[config.mk]
export PLATFORM = sky130hd
export DESIGN_NAME = vcc_top
export DESIGN_NICKNAME = d
export VERILOG_FILES = /design/src/verilog/vcc_pkg.sv /design/src/verilog/vcc_top.sv
export SDC_FILE = /design/constraint.sdc
export NUM_CORES = 1
export LEC_CHECK = 0
export BUFFER_PORTS_ARGS = -buffer_cell sky130_fd_sc_hd__clkbuf_2
export CORE_ASPECT_RATIO = 0.9
export CORE_UTILIZATION = 50
export DETAILED_ROUTE_END_ITERATION = 10
export PLACE_DENSITY = 0.71
export SLEW_MARGIN = 40
export SYNTH_ARGS = -nofsm -noshare
export SYNTH_HDL_FRONTEND = slang
export SYNTH_SLANG_ARGS = --single-unit
[constraint.sdc]
create_clock -name sys_clk -period 5.3 [get_ports sys_clk]
set_input_delay 0.265 -clock sys_clk [delete_from_list [all_inputs] [get_ports sys_clk]]
set_output_delay 0.265 -clock sys_clk [all_outputs]
set_load 0.005 [all_outputs]
[src/verilog/vcc_pkg.sv]
// Constants for the VCO calibration configuration bank.
// Assumes a 25 MHz system clock and an Avalon-MM master with 32-bit data.
// Overview of operation
// - Band scale constant per variant, 1.5 to 8, is a module parameter.
// - Timing adjust bit changes calibration timing and therefore lock time.
// - Search mode code 1 is linear, code 2 mixed; 0 and 3 reserved.
// - Linear search steps through bands one by one until the band is found.
// - Mixed search halves the range first, then finishes by linear stepping.
// - Source select code 4 is manual mode; codes 0 to 3 ignore the word.
package vcc_pkg;
	localparam logic [7:0]  VCC_OFF_CLKSRC  = 8'h00;
	localparam logic [7:0]  VCC_OFF_MANWORD = 8'h04;
	localparam logic [7:0]  VCC_OFF_MODE    = 8'h08;
	localparam logic [7:0]  VCC_OFF_FIXED9  = 8'h0C;
	localparam logic [7:0]  VCC_OFF_FIXED12 = 8'h10;
	localparam logic [7:0]  VCC_OFF_CTRL    = 8'h14;
	localparam logic [7:0]  VCC_OFF_STATUS  = 8'h18;
	localparam int          VCC_MODE_ADJ_POS = 4;
	localparam logic [2:0]  VCC_SRC_MANUAL  = 3'h4;
	localparam logic [1:0]  VCC_SEARCH_LIN  = 2'h1;
	localparam logic [1:0]  VCC_SEARCH_MIX  = 2'h2;
	localparam logic [2:0]  VCC_RST_SRC     = 3'h0;
	localparam logic [11:0] VCC_RST_WORD    = 12'h000;
	localparam logic [1:0]  VCC_RST_SEARCH  = 2'h1;
	localparam logic [4:0]  VCC_BANDS       = 5'h10;
	localparam logic [3:0]  VCC_DWELL_STD   = 4'h4;
	localparam logic [3:0]  VCC_DWELL_ADJ   = 4'h8;
	localparam logic [31:0] VCC_UNMAPPED    = 32'hDEAD_0000;
	typedef enum logic [1:0] {VCC_IDLE, VCC_HALVE, VCC_STEP, VCC_DONE} vcc_st_t;
endpackage : vcc_pkg

[src/verilog/vcc_top.sv]
// VCO calibration configuration bank with a small band search engine.
// Assumes a synchronous Avalon-MM master and a same-clock band comparator.
`timescale 1ns/100ps
module vcc_top import vcc_pkg::*; #(
	parameter int KSCALE_X10 = 15   // Band scale constant times ten
) (
	input  wire logic        sys_clk,
	input  wire logic        rst_n,
	input  wire logic [7:0]  avs_address,
	input  wire logic        avs_read,
	input  wire logic        avs_write,
	input  wire logic [31:0] avs_writedata,
	output logic             avs_waitrequest,
	output logic [31:0]      avs_readdata,
	input  wire logic        band_high,
	output logic [3:0]       band_sel,
	output logic             cal_busy,
	output logic             cal_done
);
	// Elaboration check on the band scale range
	if (KSCALE_X10 < 15 || KSCALE_X10 > 80) begin : g_chk
		$error("band scale out of range");
	end

	logic [2:0]  src_ff;
	logic [11:0] word_ff;
	logic [1:0]  search_ff;
	logic        adj_ff;
	logic [31:0] fix9_ff;
	logic [31:0] fix12_ff;
	logic        wait_ff;
	logic [31:0] rdata_ff;
	logic [3:0]  lo_ff;
	logic [3:0]  hi_ff;
	logic [3:0]  band_ff;
	logic [3:0]  dwell_ff;
	logic        busy_ff;
	logic        done_ff;
	vcc_st_t     st_ff;
	logic        start;
	logic        acc;
	logic [3:0]  dwell_len;

	// One wait state: the access completes on the second edge
	assign acc   = (avs_read | avs_write) & ~wait_ff;
	assign start = avs_write & ~wait_ff & (avs_address == VCC_OFF_CTRL)
		& avs_writedata[0] & ~busy_ff;
	// Adjust bit stretches each dwell, giving a longer lock time
	assign dwell_len = adj_ff ? VCC_DWELL_ADJ : VCC_DWELL_STD;

	// Waitrequest idles high and drops for one cycle per request
	always_ff @(posedge sys_clk or negedge rst_n) begin
		if (!rst_n) begin
			wait_ff <= 1'b1;
		end else begin
			wait_ff <= ~((avs_read | avs_write) & wait_ff);
		end
	end

	// Configuration writes; stored as written, the host owns legality
	always_ff @(posedge sys_clk or negedge rst_n) begin
		if (!rst_n) begin
			src_ff    <= VCC_RST_SRC;
			word_ff   <= VCC_RST_WORD;
			search_ff <= VCC_RST_SEARCH;
			adj_ff    <= 1'b0;
			fix9_ff   <= 32'h0000_0000;
			fix12_ff  <= 32'h0000_0000;
		end else if (avs_write & ~wait_ff) begin
			case (avs_address)
				VCC_OFF_CLKSRC:  src_ff <= avs_writedata[2:0];
				VCC_OFF_MANWORD: word_ff <= avs_writedata[11:0];
				VCC_OFF_MODE: begin
					search_ff <= avs_writedata[1:0];
					adj_ff    <= avs_writedata[VCC_MODE_ADJ_POS];
				end
				VCC_OFF_FIXED9:  fix9_ff <= avs_writedata;
				VCC_OFF_FIXED12: fix12_ff <= avs_writedata;
				default: ;
			endcase
		end
	end

	// Read mux; status shows engine state, current band and manual source flag
	always_ff @(posedge sys_clk or negedge rst_n) begin
		if (!rst_n) begin
			rdata_ff <= 32'h0000_0000;
		end else if (avs_read & wait_ff) begin
			case (avs_address)
				VCC_OFF_CLKSRC:  rdata_ff <= {29'h0, src_ff};
				VCC_OFF_MANWORD: rdata_ff <= {20'h0, word_ff};
				VCC_OFF_MODE:    rdata_ff <= {27'h0, adj_ff, 2'h0, search_ff};
				VCC_OFF_FIXED9:  rdata_ff <= fix9_ff;
				VCC_OFF_FIXED12: rdata_ff <= fix12_ff;
				VCC_OFF_CTRL:    rdata_ff <= 32'h0000_0000;
				VCC_OFF_STATUS:  rdata_ff <= {20'h0, band_ff, 5'h0,
					src_ff == VCC_SRC_MANUAL, done_ff, busy_ff};
				default:         rdata_ff <= VCC_UNMAPPED;
			endcase
		end
	end

	// Band search: linear steps, or halving then linear steps
	always_ff @(posedge sys_clk or negedge rst_n) begin
		if (!rst_n) begin
			st_ff    <= VCC_IDLE;
			lo_ff    <= 4'h0;
			hi_ff    <= 4'hF;
			band_ff  <= 4'h0;
			dwell_ff <= 4'h0;
			busy_ff  <= 1'b0;
			done_ff  <= 1'b0;
		end else begin
			case (st_ff)
				VCC_IDLE: if (start) begin
					busy_ff  <= 1'b1;
					done_ff  <= 1'b0;
					lo_ff    <= 4'h0;
					hi_ff    <= 4'(VCC_BANDS - 5'h1);
					dwell_ff <= dwell_len;
					band_ff  <= (search_ff == VCC_SEARCH_MIX) ? 4'h7 : 4'h0;
					st_ff    <= (search_ff == VCC_SEARCH_MIX) ? VCC_HALVE
						: VCC_STEP;
				end
				VCC_HALVE: if (dwell_ff != 4'h0) begin
					dwell_ff <= dwell_ff - 4'h1;
				end else if (hi_ff - lo_ff <= 4'h2) begin
					// Window of two or less: finish by stepping up from lo
					band_ff  <= lo_ff;
					dwell_ff <= dwell_len;
					st_ff    <= VCC_STEP;
				end else begin
					if (band_high) lo_ff <= band_ff;
					else hi_ff <= band_ff;
					band_ff  <= band_high ? 4'((5'(band_ff) + 5'(hi_ff)) >> 1)
						: 4'((5'(lo_ff) + 5'(band_ff)) >> 1);
					dwell_ff <= dwell_len;
				end
				VCC_STEP: if (dwell_ff != 4'h0) begin
					dwell_ff <= dwell_ff - 4'h1;
				end else if (!band_high || band_ff == 4'hF) begin
					// First band not below target, or the top band
					st_ff <= VCC_DONE;
				end else begin
					band_ff  <= band_ff + 4'h1;
					dwell_ff <= dwell_len;
				end
				VCC_DONE: begin
					busy_ff <= 1'b0;
					done_ff <= 1'b1;
					st_ff   <= VCC_IDLE;
				end
				default: st_ff <= VCC_IDLE;
			endcase
		end
	end

	// Every output comes straight from its register
	assign avs_waitrequest = wait_ff;
	assign avs_readdata    = rdata_ff;
	assign band_sel        = band_ff;
	assign cal_busy        = busy_ff;
	assign cal_done        = done_ff;

	// Band search checks: entry, stepping, halving, stopping and dwell
	AST_LIN_STEP: assert property (@(posedge sys_clk)
		disable iff (!rst_n)
		st_ff == VCC_STEP && $past(st_ff) == VCC_STEP
		&& band_ff != $past(band_ff)
		|-> band_ff == $past(band_ff) + 4'h1) else $error("linear skip");
	AST_LIN_ENTRY: assert property (@(posedge sys_clk)
		disable iff (!rst_n)
		start && search_ff != VCC_SEARCH_MIX
		|=> st_ff == VCC_STEP && band_ff == 4'h0) else $error("linear entry");
	AST_STEP_STOP: assert property (@(posedge sys_clk)
		disable iff (!rst_n)
		st_ff == VCC_STEP && dwell_ff == 4'h0 && !band_high
		|=> st_ff == VCC_DONE) else $error("step stop");
	AST_MIX_ENTRY: assert property (@(posedge sys_clk)
		disable iff (!rst_n)
		start && search_ff == VCC_SEARCH_MIX
		|=> st_ff == VCC_HALVE) else $error("mixed entry");
	// Each halving decision must shrink the window, or the search stalls
	AST_HALVE_NARROW: assert property (@(posedge sys_clk)
		disable iff (!rst_n)
		st_ff == VCC_HALVE && dwell_ff == 4'h0 && hi_ff - lo_ff > 4'h2
		|=> hi_ff - lo_ff < $past(hi_ff - lo_ff)) else $error("halving");
	AST_DWELL: assert property (@(posedge sys_clk)
		disable iff (!rst_n)
		start |=> dwell_ff == $past(dwell_len)) else $error("dwell");
	AST_DONE_FLAG: assert property (@(posedge sys_clk)
		disable iff (!rst_n)
		st_ff == VCC_DONE |=> done_ff && !busy_ff && st_ff == VCC_IDLE)
		else $error("done flag");
	AST_START_BUSY: assert property (@(posedge sys_clk)
		disable iff (!rst_n)
		start |=> busy_ff && !done_ff) else $error("start busy");

	// Register stores land on the completing edge only
	AST_MODE_STORE: assert property (@(posedge sys_clk)
		disable iff (!rst_n)
		avs_write && !wait_ff && avs_address == VCC_OFF_MODE
		|=> search_ff == $past(avs_writedata[1:0])) else $error("mode");
	AST_WORD: assert property (@(posedge sys_clk)
		disable iff (!rst_n)
		avs_write && !wait_ff && avs_address == VCC_OFF_MANWORD
		|=> word_ff == $past(avs_writedata[11:0])) else $error("word");
	AST_FIX9: assert property (@(posedge sys_clk)
		disable iff (!rst_n)
		avs_write && !wait_ff && avs_address == VCC_OFF_FIXED9
		|=> fix9_ff == $past(avs_writedata)) else $error("fixed9");
	AST_FIX12: assert property (@(posedge sys_clk)
		disable iff (!rst_n)
		avs_write && !wait_ff && avs_address == VCC_OFF_FIXED12
		|=> fix12_ff == $past(avs_writedata)) else $error("fixed12");
	AST_WAIT: assert property (@(posedge sys_clk)
		disable iff (!rst_n)
		acc |=> wait_ff) else $error("wait");

	// Main scenarios: both methods, adjusted timing, search at band zero
	COV_LIN: cover property (@(posedge sys_clk) disable iff (!rst_n)
		st_ff == VCC_STEP ##1 st_ff == VCC_DONE);
	COV_MIX: cover property (@(posedge sys_clk) disable iff (!rst_n)
		st_ff == VCC_HALVE ##1 st_ff == VCC_STEP);
	COV_ADJ: cover property (@(posedge sys_clk) disable iff (!rst_n)
		start && adj_ff);
	COV_LOW: cover property (@(posedge sys_clk) disable iff (!rst_n)
		st_ff == VCC_DONE && band_ff == 4'h0);
endmodule : vcc_top

==> metrics.md <==
| Metric | Value |
|---|---|
| Final net count | 684 |
| Post-synth EDFFs | 0 |
| Hold_buf cts | 1 |
| Largest vdd supply drop | about 0.00026 V |
| Longest Clk Path Bufs | 2 |
| Antenna-violating nets left | 0 |
| Synthesis-stage register bit count | 135 |
| Post-CTS setup buffer count | 0 |
| DR vias | 4,621 |
| GR Overflow Total | 0 |
| Residual DRC count | 0 |
| Area of the multi-input gates | about 2800 um^2 |
| Worst Skew | 0.00677 ns |
| Dpl cell area | ~7000 um^2 |
| Vias per cell | between 5 and 6 |
| Ant. Diodes | 0 |
| Dpl cells | 764 |
| IO Count | 84 |
| Die H | around 110 um |
| Async S/R FF share, synth | 100% |
| Yosys cell types | between 50 and 60 |
| Htree depth | 4 |
| Gate Count Post-Synth | about 550 |
| Hold Crit Endpoint | avs_waitrequest$_DFF_PN1_ |
| Design Power | between 3 and 4 mW |
| Final setup violation count | 0 |
| Initial Util | between 50% and 60% |
| Worst setup SP type | register |
| FF-to-FF setup slack | 2.56 ns |
| Critical path arrival | around 3 ns |
| # resized after CTS | 0 |
| Fmax | 365 MHz |
| Critical path's slowest cell | dfstp_2 |
| Slowest stage delay, CP | ~0.55 ns |
| Post-synthesis average cell area | roughly 12 um^2 |
| Critical Path RT | roughly 5.6 ns |
| Hold Path Stages | 2 |
| CP Class | reg -> reg |
| Layout cell share with drive strength beyond 1 | 34.9% |
| Most frequent cells in the layout | dfrtp_1 (129), mux2_2 (86), clkbuf_2 (82) |
| Vias in the first global route | approximately 4,800 |
| Final Hold Fails | 0 |
| Crit-path cells | inv_1, ha_1, fa_1, xnor2_1, nor2_1, and2_1, a211o_1, nor3_1, a221oi_1 |
| Final worst slack | around 2.6 ns |
| Worst flop-to-flop path endpoint | hi_ff[0]$_DFFE_PN1P_ |
| Initial DRC Count | around 300 |
| Port buffer count | 83 |
| Worst-path clk slew | approximately 0.060 ns |
| CTS root buf | clkbuf_16 |
| Synthesis Warnings | 0 |
| Drt total wl | 14,700 um |
| Sequential fraction of the synthesis area | 53.2% |
| Worst r2r src | hi_ff[0]$_DFFE_PN1P_ |
| Final Slew Violations | 0 |
| Area delta synth->final | 18.4% |
| Design area | 7530 um^2 |
| Chip width | approximately 120 um |
| Sequential cell area | between 3000 and 4000 um^2 |
| Pwr dens | around 410 nW/um^2 |
| CORE AREA | about 12,000 um^2 |
| Most used DFF post-synth | dfrtp_1 |
| Max-cap violation count | 0 |
| Largest net degree at the start of global routing | 83 |
| R2R cell count | 9 |
| Clock sink count | roughly 140 |
| Drt first pass iters | 5 |
| Setup_tns | 0 ns |
| Critical Path Fanout Max | 15 |
| Hold WC Path Type | in -> reg |
| CTS tree | yes |
| Clk Latency, worst-skew pair | 0.42 ns |
| Critical path endpoint category | register |
| Antenna violations before repair | 0 |
| Commonest non-fill, non-tap cell in the layout | dfrtp_1 |
| HPWL Detailed | between 9000 and 10,000 um |
| Die area | 13,200 um^2 |
| Total track usage | around a quarter |
| DP Worst Slack | approximately 2.6 ns |
| Status | finished clean |
| Rel. slew slack | 51.5% |
| Min-delay src | avs_read |
| Mapped cell area | approximately 6400 um^2 |
| Post-Layout Cell Count | ~800 |
| Period utilization | 51.7% |
| Least-Margin Pin Slew | 0.727 ns |
| Gpl congestion | roughly 0.86 |
| Unrepaired setup endpoints after global routing | no |
| Cts bufs inserted | 17 |
| Synthesized Nets | between 600 and 700 |
| Global-route wire length before repair | ~24,000 um |
| Num rows | 38 |
| Leakage | 3.67 nW |
| FILL cells | between 900 and 1,000 |
| Tmin final | between 2 and 3 ns |
| Wire per inst | 18.4 um |
[power by group]
part,leakage [nW],internal (mW),switching (mW)
Sequential,1.78,1.12,0.0926
Clock,0.291,0.776,0.433
Combinational,1.59,0.288,0.407
Total,3.67,2.18,0.933
[worst max-delay path: cells and delay by family, from the launching register on]
family,cells,cell delay [ns]
simple gates,3,0.58
flops,1,0.55
xor+xnor,1,0.14
fa+ha+maj,2,0.59
compound gates,2,0.72
buf+inv,1,0.06
[final cells by class]
| cell class | instances | area share, % |
|---|---|---|
| Multi-Input combinational cell | 360 | 36.8 |
| Sequential cell | 135 | 45.0 |
| Clock inverter | 11 | 1.96 |
| Tap cell | 160 | 2.66 |
| Inverter | 20 | 0.997 |
| Timing Repair Buffer | 90 | 6.33 |
| Clock buffer | 21 | 6.25 |
[metal layers]
metal	track usage (%)	vias to the layer above	part of all wire [%]
met2	39.2	116	49
met3	6.64	23	5.0
met4	10.2	0	2.3
li1	-	2157	-
met5	0	-	0
met1	31.1	2325	44
[flip-flops by register name, summed over array words and instances (netlist names)]
signal           count
adj_ff               1
avs_readdata        32
avs_waitrequest      1
band_sel             4
cal_busy             1
cal_done             1
dwell_ff             4
fix12_ff            32
fix9_ff             32
hi_ff                4
lo_ff                4
search_ff            2
src_ff               3
st_ff                2
word_ff             12
[worst max path at each step]
stage | start | endpoint | slack, ns | cells past startpoint
after CTS | hi_ff[0]$_DFFE_PN1P_ | hi_ff[0]$_DFFE_PN1P_ | 2.59 | 9
after detailed placement | hi_ff[0]$_DFFE_PN1P_ | hi_ff[0]$_DFFE_PN1P_ | 2.60 | 9
after global routing | hi_ff[0]$_DFFE_PN1P_ | hi_ff[0]$_DFFE_PN1P_ | 2.37 | 9
after floorplan | hi_ff[0]$_DFFE_PN1P_ | hi_ff[1]$_DFFE_PN1P_ | 2.90 | 9
after global placement | avs_address[7] | fix9_ff[28]$_DFFE_PN0P_ | 2.55 | 5
final | hi_ff[0]$_DFFE_PN1P_ | hi_ff[0]$_DFFE_PN1P_ | 2.56 | 9
[cells in the mapped netlist, types with 4 or more instances]
cell	number	area, um^2
clkbuf_1	24	90.1
mux2_2	86	968
dfrtp_1	129	3230
dfstp_2	6	158
a222oi_1	7	70.1
a21o_1	6	45.0
nor2_1	40	150
ha_1	13	163
nor3_1	8	40.0
buf_1	6	22.5
nor2b_1	4	25.0
o21ai_0	31	155
a21oi_1	19	95.1
a22o_1	8	70.1
a221oi_1	18	158
and2_1	4	25.0
buf_2	5	25.0
o22ai_1	4	25.0
nand3_1	11	55.1
nand2_1	41	154
xnor2_1	5	43.8
inv_1	20	75.1
a22oi_1	10	75.1
[cell families (layout without fill, tap and decap cells)]
group                    count (synthesis)  count (layout)  synth area share [%]
flip-flops                             135             135                  53.2
AO/OA/AOI/OAI                          124             124                  14.1
XOR/XNOR                                 6               6                  1.04
AND/OR/NAND/NOR                        127             127                  9.36
buffers and inverters                   56             142                  3.52
multiplexers                            88              88                  15.6
adder cells (fa/ha/maj)                 15              15                  3.19
[through the flow]
| step | utilization, % | hold WS (ns) |
|---|---|---|
| 2_1_floorplan | - | -0.0306 |
| 3_3_place_gp | 56.4 | 0.441 |
| 3_5_place_dp | 56.5 | 0.352 |
| 4_1_cts | 61.6 | 0.0144 |
| 5_1_grt | 61.6 | 0.0504 |
| 6_report | 61.6 | 0.0402 |
Power figures use the tool's default switching activity.
